### src/hw/io_bus_pkg.sv
`default_nettype none
package io_bus_pkg;
  // ----------------------------------------------------------------
  // module addresses on the peripheral bus
  // ----------------------------------------------------------------
  localparam logic [3:0] ADDR_PORT1       = 4'h1;
  localparam logic [3:0] ADDR_PORT2       = 4'h2;
  localparam logic [3:0] ADDR_PORT5       = 4'h5;
  localparam logic [3:0] ADDR_T12_GATE    = 4'h7;
  localparam logic [3:0] ADDR_AUX_SWITCH  = 4'h8;
  localparam logic [3:0] ADDR_SERIAL_BUF  = 4'h9;
  localparam logic [3:0] ADDR_SERIAL_STAT = 4'hA;
  localparam logic [3:0] ADDR_T3_GATE     = 4'hB;
  localparam logic [3:0] ADDR_T3_CTRL     = 4'hC;
  localparam logic [3:0] ADDR_VMON        = 4'hF;
  // ----------------------------------------------------------------
  // reset values and fixed read values
  // ----------------------------------------------------------------
  localparam logic [3:0] RST_AUX_SWITCH   = 4'hF;
  localparam logic [3:0] RST_PORT1        = 4'h9;
  localparam logic [3:0] RST_ONES         = 4'hF;
  localparam logic [3:0] RST_SERIAL_STAT  = 4'hB;
  localparam logic [3:0] RST_T3_CTRL      = 4'h0;
  localparam logic [3:0] RST_HOLD         = 4'h0;
  localparam logic [3:0] IDLE_READ        = 4'hF;
  localparam logic [3:0] PORT1_BITS       = 4'h9;
  localparam logic [7:0] RST_PORT5_CTRL   = 8'hFF;
  localparam logic [7:0] RST_TX_BYTE      = 8'h00;
  // ----------------------------------------------------------------
  // subport banks: one byte per subport, nibble registers in bits 3:0
  // ----------------------------------------------------------------
  localparam int         SUB_COUNT        = 16;
  localparam logic [3:0] T3_CAPTURE_SUB   = 4'h4;
  localparam logic [15:0] T12_VALID_MASK  = 16'h073F;
  localparam logic [15:0] T12_BYTE_MASK   = 16'h0020;
  localparam logic [15:0] T3_VALID_MASK   = 16'h007F;
  localparam logic [15:0] T3_BYTE_MASK    = 16'h0030;
  localparam logic [127:0] T12_RESET      = 128'h00000000_000F070F_0000FF0F_000F0F00;
  localparam logic [127:0] T3_RESET       = 128'h00000000_00000000_000FFFFF_00000F0F;
endpackage
`default_nettype wire

### src/hw/io_access_if.sv
`timescale 1ns/1ps
`default_nettype none
// one decoded core access, shared by the decoder and its helpers
interface io_access_if;
  logic       valid;
  logic       write;
  logic       aux;
  logic [3:0] addr;
  logic [3:0] wdata;
  modport drive (output valid, output write, output aux, output addr, output wdata);
  modport sink  (input valid, input write, input aux, input addr, input wdata);
endinterface
`default_nettype wire

### src/hw/aux_switch.sv
`timescale 1ns/1ps
`default_nettype none
module aux_switch
  import io_bus_pkg::*;
(
  input  wire logic   sys_clk,
  input  wire logic   rst,
  io_access_if.sink   io,
  input  wire logic   consume,
  output logic [3:0]  asw_ff,
  output logic        armed_ff
);
  typedef struct packed {
    logic [3:0] auxiliary_switch_select;
    logic       armed;
  } asw_state_t;

  asw_state_t s_ff;
  asw_state_t nxt_s;

  // ----------------------------------------------------------------
  // write-only selector at address 8
  // ----------------------------------------------------------------
  always_comb begin
    nxt_s = s_ff;
    if (consume) begin
      nxt_s.armed = 1'b0;
    end
    // a new selection wins over a consume in the same cycle
    if (io.valid && io.write && io.addr == ADDR_AUX_SWITCH) begin
      nxt_s.auxiliary_switch_select   = io.wdata;
      nxt_s.armed = 1'b1;
    end
  end

  always_ff @(posedge sys_clk) begin
    if (rst) begin
      s_ff <= '{auxiliary_switch_select: RST_AUX_SWITCH, armed: 1'b0};
    end else begin
      s_ff <= nxt_s;
    end
  end

  assign asw_ff   = s_ff.auxiliary_switch_select;
  assign armed_ff = s_ff.armed;
endmodule
`default_nettype wire

### src/hw/subport_bank.sv
`timescale 1ns/1ps
`default_nettype none
module subport_bank
  import io_bus_pkg::*;
#(
  parameter logic [3:0]   BASE     = 4'h7,
  parameter logic         READABLE = 1'b0,
  parameter logic [15:0]  VALID    = 16'hFFFF,
  parameter logic [15:0]  BYTES    = 16'h0000,
  parameter logic [127:0] RESETS   = '0
) (
  input  wire logic    sys_clk,
  input  wire logic    rst,
  io_access_if.sink    io,
  input  wire logic [7:0] capture,
  output logic [3:0]   rdata,
  output logic [127:0] regs_ff
);
  typedef enum logic [1:0] {SUB_ADDR, SUB_DATA, SUB_HIGH} sub_state_t;
  typedef struct packed {
    sub_state_t   st;
    logic [3:0]   sub;
    logic [3:0]   hold;
    logic [127:0] regs;
  } bank_state_t;

  bank_state_t s_ff;
  bank_state_t nxt_s;
  logic        hit;
  logic        cap_read;

  assign hit      = io.valid && !io.aux && io.addr == BASE;
  assign cap_read = READABLE && s_ff.sub == T3_CAPTURE_SUB;

  // ----------------------------------------------------------------
  // sub-address then data sequence
  // ----------------------------------------------------------------
  always_comb begin
    nxt_s = s_ff;
    rdata = IDLE_READ;
    if (hit && (io.write || READABLE)) begin
      case (s_ff.st)
        SUB_ADDR: begin
          if (io.write) begin
            nxt_s.sub = io.wdata;
            nxt_s.st  = SUB_DATA;
          end
        end
        SUB_DATA: begin
          nxt_s.st = SUB_ADDR;
          if (BYTES[s_ff.sub]) begin
            nxt_s.st = SUB_HIGH;
            if (io.write) begin
              nxt_s.hold = io.wdata;
            end else if (cap_read) begin
              rdata      = capture[3:0];
              nxt_s.hold = capture[7:4]; // snapshot keeps the byte whole
            end
          end else if (io.write && VALID[s_ff.sub]) begin
            nxt_s.regs[{s_ff.sub, 3'b000} +: 8] = {4'h0, io.wdata};
          end
        end
        SUB_HIGH: begin
          nxt_s.st = SUB_ADDR;
          if (io.write && VALID[s_ff.sub]) begin
            nxt_s.regs[{s_ff.sub, 3'b000} +: 8] = {io.wdata, s_ff.hold};
          end else if (!io.write && cap_read) begin
            rdata = s_ff.hold;
          end
        end
        default: begin
          nxt_s.st = SUB_ADDR;
        end
      endcase
    end
  end

  always_ff @(posedge sys_clk) begin
    if (rst) begin
      s_ff <= '{st: SUB_ADDR, sub: 4'h0, hold: 4'h0, regs: RESETS};
    end else begin
      s_ff <= nxt_s;
    end
  end

  assign regs_ff = s_ff.regs;
endmodule
`default_nettype wire

### src/hw/io_bus_decoder.sv
// Operation
// - decode 4-bit module address, sixteen addresses, ten modules
// - plain access hits the primary register
// - aux-switch write redirects the named module's next access to auxiliary
// - byte registers move as nibble sequences
// - extended modules hold sixteen subport registers
// - first write sets subport, next accesses it
// - aux switch at 8, write-only, resets ones
// - address 7: write-only timer one/two subports
// - address B: timer three subports, capture read
// - address 5: port data, byte control aux
// - address 1: two-bit port, reset 1xx1
// - address 9: transmit/receive bytes, control one aux
// - address A: serial status/control, control two aux
// - address C: timer three control and status
// - address F: voltage monitor control and status
// - address 2: port data and direction, ones
`timescale 1ns/1ps
`default_nettype none
module io_bus_decoder
  import io_bus_pkg::*;
(
  input  wire logic        sys_clk,
  input  wire logic        rst,
  input  wire logic        io_valid,
  input  wire logic        io_write,
  input  wire logic [3:0]  io_addr,
  input  wire logic [3:0]  io_wdata,
  output logic [3:0]       io_rdata,
  output logic             io_rvalid,
  input  wire logic [3:0]  port1_pins,
  input  wire logic [3:0]  port2_pins,
  input  wire logic [3:0]  port5_pins,
  input  wire logic [7:0]  rx_byte,
  input  wire logic [3:0]  serial_status,
  input  wire logic [7:0]  t3_capture,
  input  wire logic [3:0]  t3_status,
  input  wire logic [3:0]  vmon_status,
  output logic [3:0]       port1_out,
  output logic             port1_drive,
  output logic [3:0]       port2_out,
  output logic [3:0]       port2_dir,
  output logic [3:0]       port5_out,
  output logic [7:0]       port5_ctrl,
  output logic [7:0]       tx_byte,
  output logic             tx_load,
  output logic [3:0]       serial_ctrl1,
  output logic [3:0]       serial_stat_ctrl,
  output logic [3:0]       serial_ctrl2,
  output logic [3:0]       t3_ctrl,
  output logic [3:0]       vmon_ctrl,
  output logic [127:0]     t12_regs,
  output logic [127:0]     t3_regs
);
  // ----------------------------------------------------------------
  // state
  // ----------------------------------------------------------------
  typedef struct packed {
    logic [3:0] rdata;
    logic       rvalid;
    logic [3:0] p1_out;
    logic       p1_drive;
    logic [3:0] p2_out;
    logic [3:0] p2_dir;
    logic [3:0] p5_out;
    logic [7:0] p5_ctrl;
    logic [7:0] tx;
    logic       tx_load;
    logic [3:0] serial_control_one;
    logic [3:0] serial_status_control;
    logic [3:0] serial_control_two;
    logic [3:0] t3c;
    logic [3:0] voltage_monitor_control;
    logic       hi;
    logic       hi_aux;
    logic       hi_write;
    logic [3:0] hi_addr;
    logic [3:0] hold;
  } dec_state_t;

  dec_state_t s_ff;
  dec_state_t nxt_s;

  io_access_if bus ();

  logic [3:0] asw_sel;
  logic       asw_armed;
  logic       aux_hit;
  logic       second;
  logic       consume;
  logic [3:0] t12_rd;
  logic [3:0] t3_rd;

  // ----------------------------------------------------------------
  // helpers
  // ----------------------------------------------------------------
  // byte registers reached as two nibbles
  function automatic logic is_byte(input logic [3:0] a, input logic aux, input logic wr);
    is_byte = (!aux && a == ADDR_SERIAL_BUF) || (aux && wr && a == ADDR_PORT5);
  endfunction

  // ----------------------------------------------------------------
  // access routing
  // ----------------------------------------------------------------
  // an armed selection only redirects the module it names
  assign aux_hit = asw_armed && asw_sel == io_addr &&
                   io_addr != ADDR_AUX_SWITCH;

  // second nibble only when the same register kind follows directly
  assign second = s_ff.hi && s_ff.hi_addr == io_addr &&
                  s_ff.hi_aux == aux_hit && s_ff.hi_write == io_write;

  assign bus.valid = io_valid;
  assign bus.write = io_write;
  assign bus.aux   = aux_hit;
  assign bus.addr  = io_addr;
  assign bus.wdata = io_wdata;

  aux_switch u_aux (
    .sys_clk  (sys_clk),
    .rst      (rst),
    .io       (bus.sink),
    .consume  (consume),
    .asw_ff   (asw_sel),
    .armed_ff (asw_armed)
  );

  // timer one/two gateway is write-only
  subport_bank #(
    .BASE     (ADDR_T12_GATE),
    .READABLE (1'b0),
    .VALID    (T12_VALID_MASK),
    .BYTES    (T12_BYTE_MASK),
    .RESETS   (T12_RESET)
  ) u_t12 (
    .sys_clk (sys_clk),
    .rst     (rst),
    .io      (bus.sink),
    .capture (8'h00),
    .rdata   (t12_rd),
    .regs_ff (t12_regs)
  );

  // timer three gateway reads the capture byte at its capture slot
  subport_bank #(
    .BASE     (ADDR_T3_GATE),
    .READABLE (1'b1),
    .VALID    (T3_VALID_MASK),
    .BYTES    (T3_BYTE_MASK),
    .RESETS   (T3_RESET)
  ) u_t3 (
    .sys_clk (sys_clk),
    .rst     (rst),
    .io      (bus.sink),
    .capture (t3_capture),
    .rdata   (t3_rd),
    .regs_ff (t3_regs)
  );

  // ----------------------------------------------------------------
  // next state
  // ----------------------------------------------------------------
  always_comb begin
    nxt_s         = s_ff;
    nxt_s.rvalid  = 1'b0;
    nxt_s.tx_load = 1'b0;
    consume       = 1'b0;
    if (io_valid) begin
      // byte phase tracking; any other access restarts at low nibble
      nxt_s.hi       = 1'b0;
      nxt_s.hi_aux   = aux_hit;
      nxt_s.hi_write = io_write;
      nxt_s.hi_addr  = io_addr;
      if (is_byte(io_addr, aux_hit, io_write) && !second) begin
        nxt_s.hi = 1'b1;
      end
      // selection spent once the whole sequence is done
      if (aux_hit && !(is_byte(io_addr, aux_hit, io_write) && !second)) begin
        consume = 1'b1;
      end
      if (!io_write) begin
        nxt_s.rvalid = 1'b1;
        nxt_s.rdata  = IDLE_READ;
      end
      if (aux_hit) begin
        // auxiliary registers are all write-only
        if (io_write && io_addr == ADDR_PORT2) begin
          nxt_s.p2_dir = io_wdata;
        end else if (io_write && io_addr == ADDR_PORT5) begin
          if (second) begin
            nxt_s.p5_ctrl = {io_wdata, s_ff.hold};
          end else begin
            nxt_s.hold = io_wdata;
          end
        end else if (io_write && io_addr == ADDR_SERIAL_BUF) begin
          nxt_s.serial_control_one = io_wdata;
        end else if (io_write && io_addr == ADDR_SERIAL_STAT) begin
          nxt_s.serial_control_two = io_wdata;
        end
      end else if (io_write) begin
        // primary writes
        if (io_addr == ADDR_PORT1) begin
          nxt_s.p1_out   = io_wdata & PORT1_BITS;
          nxt_s.p1_drive = 1'b1;
        end else if (io_addr == ADDR_PORT2) begin
          nxt_s.p2_out = io_wdata;
        end else if (io_addr == ADDR_PORT5) begin
          nxt_s.p5_out = io_wdata;
        end else if (io_addr == ADDR_SERIAL_BUF) begin
          if (second) begin
            nxt_s.tx      = {io_wdata, s_ff.hold};
            nxt_s.tx_load = 1'b1;
          end else begin
            nxt_s.hold = io_wdata;
          end
        end else if (io_addr == ADDR_SERIAL_STAT) begin
          nxt_s.serial_status_control = io_wdata;
        end else if (io_addr == ADDR_T3_CTRL) begin
          nxt_s.t3c = io_wdata;
        end else if (io_addr == ADDR_VMON) begin
          nxt_s.voltage_monitor_control = io_wdata;
        end
      end else begin
        // primary reads
        if (io_addr == ADDR_PORT1) begin
          nxt_s.rdata    = port1_pins & PORT1_BITS;
          nxt_s.p1_drive = 1'b0;
        end else if (io_addr == ADDR_PORT2) begin
          nxt_s.rdata = port2_pins;
        end else if (io_addr == ADDR_PORT5) begin
          nxt_s.rdata = port5_pins;
        end else if (io_addr == ADDR_T12_GATE) begin
          nxt_s.rdata = t12_rd;
        end else if (io_addr == ADDR_SERIAL_BUF) begin
          if (second) begin
            nxt_s.rdata = s_ff.hold;
          end else begin
            nxt_s.rdata = rx_byte[3:0];
            nxt_s.hold  = rx_byte[7:4]; // byte cannot tear between nibbles
          end
        end else if (io_addr == ADDR_SERIAL_STAT) begin
          nxt_s.rdata = serial_status;
        end else if (io_addr == ADDR_T3_GATE) begin
          nxt_s.rdata = t3_rd;
        end else if (io_addr == ADDR_T3_CTRL) begin
          nxt_s.rdata = t3_status;
        end else if (io_addr == ADDR_VMON) begin
          nxt_s.rdata = vmon_status;
        end
      end
    end
  end

  // ----------------------------------------------------------------
  // registers
  // ----------------------------------------------------------------
  always_ff @(posedge sys_clk) begin
    if (rst) begin
      s_ff.rdata    <= IDLE_READ;
      s_ff.rvalid   <= 1'b0;
      s_ff.p1_out   <= RST_PORT1;
      s_ff.p1_drive <= 1'b0;
      s_ff.p2_out   <= RST_ONES;
      s_ff.p2_dir   <= RST_ONES;
      s_ff.p5_out   <= RST_ONES;
      s_ff.p5_ctrl  <= RST_PORT5_CTRL;
      s_ff.tx       <= RST_TX_BYTE;
      s_ff.tx_load  <= 1'b0;
      s_ff.serial_control_one     <= RST_ONES;
      s_ff.serial_status_control     <= RST_SERIAL_STAT;
      s_ff.serial_control_two     <= RST_ONES;
      s_ff.t3c      <= RST_T3_CTRL;
      s_ff.voltage_monitor_control      <= RST_ONES;
      s_ff.hi       <= 1'b0;
      s_ff.hi_aux   <= 1'b0;
      s_ff.hi_write <= 1'b0;
      s_ff.hi_addr  <= 4'h0;
      s_ff.hold     <= RST_HOLD;
    end else begin
      s_ff <= nxt_s;
    end
  end

  // ----------------------------------------------------------------
  // outputs straight from state
  // ----------------------------------------------------------------
  assign io_rdata         = s_ff.rdata;
  assign io_rvalid        = s_ff.rvalid;
  assign port1_out        = s_ff.p1_out;
  assign port1_drive      = s_ff.p1_drive;
  assign port2_out        = s_ff.p2_out;
  assign port2_dir        = s_ff.p2_dir;
  assign port5_out        = s_ff.p5_out;
  assign port5_ctrl       = s_ff.p5_ctrl;
  assign tx_byte          = s_ff.tx;
  assign tx_load          = s_ff.tx_load;
  assign serial_ctrl1     = s_ff.serial_control_one;
  assign serial_stat_ctrl = s_ff.serial_status_control;
  assign serial_ctrl2     = s_ff.serial_control_two;
  assign t3_ctrl          = s_ff.t3c;
  assign vmon_ctrl        = s_ff.voltage_monitor_control;
endmodule
`default_nettype wire

### config.mk
export PLATFORM = sky130hd
export DESIGN_NAME = io_bus_decoder
export DESIGN_NICKNAME = d
export VERILOG_FILES = /design/src/hw/io_bus_pkg.sv /design/src/hw/io_access_if.sv /design/src/hw/aux_switch.sv /design/src/hw/subport_bank.sv /design/src/hw/io_bus_decoder.sv
export SDC_FILE = /design/constraint.sdc
export NUM_CORES = 1
export LEC_CHECK = 0
export BUFFER_PORTS_ARGS = -buffer_cell sky130_fd_sc_hd__buf_2
export CAP_MARGIN = 20
export CORE_MARGIN = 2
export CORE_UTILIZATION = 55
export DETAILED_ROUTE_END_ITERATION = 12
export HOLD_SLACK_MARGIN = 0.06
export PLACE_DENSITY_LB_ADDON = 0.25
export SKIP_CTS_REPAIR_TIMING = 1
export SLEW_MARGIN = 20
export SYNTH_ARGS = -nofsm -noshare
export SYNTH_HDL_FRONTEND = slang
export SYNTH_SLANG_ARGS = --single-unit
### constraint.sdc
create_clock -name sys_clk -period 5.22 [get_ports sys_clk]
set_input_delay 0.783 -clock sys_clk [delete_from_list [all_inputs] [get_ports sys_clk]]
set_output_delay 0.783 -clock sys_clk [all_outputs]
set_load 0.01 [all_outputs]
==> run_results.csv <==
group,metric,value,unit
route,drt_pre_antenna_iters,5,
logic_synthesis,ys_ff_latch,353,
route,drc,0,
global_routing,grtUsageMet3,0.0621,
sta,finClkSkew,0.00953,ns
sta,finalHoldViolCount,0,
route,vias,13203,
sta,finalCritPeriodShare,0.665,
worst_setup_path,rr_startpoint,"u_t3.s_ff[136]$_SDFFE_PP0P_",
worst_hold_path,min_path_type,"reg -> reg",
sta,finalCriticalPeriod,3.47,ns
layout,syn2layout_area_growth,6.08,%
placement,dp_cells,2282,
logic_synthesis,avgSynthCellArea,8.71,µm²
global_routing,track_usage,0.272,
pwr,design_power_total,5.94,mW
worst_setup_path,crit_start,"io_write",
cts,clock_sinks,353,
sta,rsz0062_at_grt,"false",
layout,final_util,0.589,
worst_setup_path,path_max_fanout,22,
worst_hold_path,hp-start,"u_t12.regs_ff[20]$_SDFFE_PP0P_",
cts,clkLatencyLatePin,0.51,ns
route,drtIter0Drc,1164,
placement,port_buffers,362,
logic_synthesis,syn_inst,1941,
route,wirelength,45.7,mm
cts,clockRootBuffer,"clkbuf_16",
die,start_util,0.556,
logic_synthesis,synth_top_area_frac,0.418,
worst_setup_path,arrival,3.84,ns
logic_synthesis,synth.distinct_cells,73,
cts,clock_path_buffers,3,
global_routing,grt_pass1_vias,12126,
die,die_y,179,µm
pwr,max-vdd-ir-drop,0.228,mV
layout,final_cell_mix,"361 x buf_2, 353 x dfxtp_1, 225 x nor2_1",
placement,dp_hpwl,31.8,mm
sta,relSlewSlack,0.246,
die,fp.dieW,179,µm
die,die-area,32200,µm²
cts,cts-buffers-inserted,38,
logic_synthesis,postSynth.asyncResetShare,0,
job,cap_violations,0,
sta,slew_viol_final,0,
global_routing,grt_remaining_overflow,0,
worst_setup_path,crit_required,5.59,ns
die,rows,64,
sta,finalSetupViolCount,0,
logic_synthesis,syn_area,16900,µm²
logic_synthesis,ys.flop_type,"dfxtp_1",
sta,fmax,288,MHz
worst_setup_path,critPathCaptureType,"register",
logic_synthesis,yosys_warnings,0,
sta,worstMarginPinSlew,1.13,ns
die,core-area,30400,µm²
global_routing,grtUsageMet1,0.363,
sta,totalNegativeSetupSlack,0,ns
global_routing,gr-max-usage-layer,"met2",
cts,cts_tree,"built",
cts,clk_pin_slew,0.06,ns
logic_synthesis,synth_edf_count,0,
logic_synthesis,ys_seq_area_frac,0.418,
layout,nets,1987,
logic_synthesis,synth_area_leaders,"dfxtp_1 42%, buf_4 14%, mux2i_1 11%",
status,status,"finished clean",
global_routing,grt_max_degree,105,
global_routing,grtUsageMet2,0.431,
layout,drive_gt1_frac,0.247,
die,ios,367,
layout,finalNonFillerCells,2353,
worst_setup_path,startpoint_type,"input port",
route,ant_nets,0,
global_routing,antenna_found_initial,2,
placement,gp_congestion,0.902,
pwr,power_density,331,nW/µm²
route,viasPerCell,5.61,
layout,final_common_cell,"buf_2",
global_routing,grt_pass1_wl,68.9,mm
route,wl_per_cell,19.4,µm
worst_setup_path,criticalPathCategory,"in -> reg",
pwr,cellLeakagePower,7.80,nW
cts,htreeDepth,2,
logic_synthesis,synth_top_area_cell,"dfxtp_1",
==> power by group <==
group | switching (mW) | total [mW] | internal, mW | leakage (nW)
clock | 1.10 | 3.00 | 1.90 | 0.691
combinational | 0.169 | 0.227 | 0.0586 | 4.26
sequential | 0.00725 | 2.71 | 2.70 | 2.85
total | 1.28 | 5.94 | 4.66 | 7.80
==> per-stage QoR <==
| step | hold slack (ns) | cell area (µm²) | setup WS (ns) |
|---|---|---|---|
| after global placement | 0.440 | 16500 | 1.37 |
| after floorplan | 0.432 | 16900 | 2.59 |
| final | 0.455 | 17900 | 1.75 |
| after detailed placement | 0.446 | 16500 | 1.30 |
| after CTS | 0.455 | 17900 | 1.81 |
| after global routing | 0.475 | 17900 | 1.50 |
==> flip-flops by register name, summed over array words and instances, names as in the netlist, named ones only <==
signal	cells
s_ff	11
u_aux.armed_ff	1
u_t3.s_ff	10
serial_stat_ctrl	4
port1_drive	1
serial_ctrl1	4
t3_ctrl	4
u_t3.regs_ff	128
port5_out	4
tx_load	1
u_t12.s_ff	10
port5_ctrl	8
serial_ctrl2	4
port1_out	2
u_t12.regs_ff	128
tx_byte	8
u_aux.asw_ff	4
vmon_ctrl	4
port2_dir	4
io_rvalid	1
port2_out	4
==> cells in the mapped netlist (10+ instances only) <==
master    instances
nand3_1          76
inv_1            17
buf_4           314
and2_1           14
nand4_1          14
mux2i_1         180
nand2_1         191
nor3_1           48
a21oi_1          63
o21ai_0          73
o211ai_1         37
buf_2            20
dfxtp_1         353
clkbuf_1         89
nand3b_1         13
nor2_1          226
xnor2_1          10
a31oi_1          13
a211oi_1         25
==> worst paths after layout <==
path	depth (start not counted)	endpoint	slack (ns)
max reg2reg	8	u_t3.regs_ff[70]$_SDFFE_PP0P_	1.81
min	2	u_t12.regs_ff[20]$_SDFFE_PP0P_	0.45
max	7	u_t3.regs_ff[70]$_SDFFE_PP0P_	1.75
min reg2reg	2	u_t12.regs_ff[20]$_SDFFE_PP0P_	0.45
==> area by class of cell <==
class,count,area (µm²)
tap,396,495
clock buffer,54,1150
sequential,353,7070
fill,2717,12500
clock inverter,15,272
inverter,22,85.1
multi-input combinational,1136,6940
timing repair buffer,375,1920
antenna,2,5.00
==> layer usage <==
layer / wire length (µm) / share of wire / vias up
li1: - / - / 6293
met1: 19200 / 0.42 / 6238
met4: 1560 / 0.034 / 0
met3: 4210 / 0.092 / 107
met2: 20700 / 0.45 / 565
met5: 0 / 0 / -
==> kinds of logic after synthesis <==
family                   after synthesis  synth area share
multiplexers                         185             0.110
adder cells (fa/ha/maj)                9           0.00666
buffers and inverters                453             0.173
XOR/XNOR                              14           0.00814
other                                  1          0.000222
AND/OR/NAND/NOR                      657             0.183
AO/OA/AOI/OAI                        269             0.101
flip-flops                           353             0.418
==> critical path: stages <==
cell and delay (ns):
buf_2 0.38, nand2_1 0.43, nor3_2 0.57, o21ai_2 0.39, nor3b_2 0.93, mux2i_1 0.28, nor2_1 0.06
(Power assumes the default switching activity.)
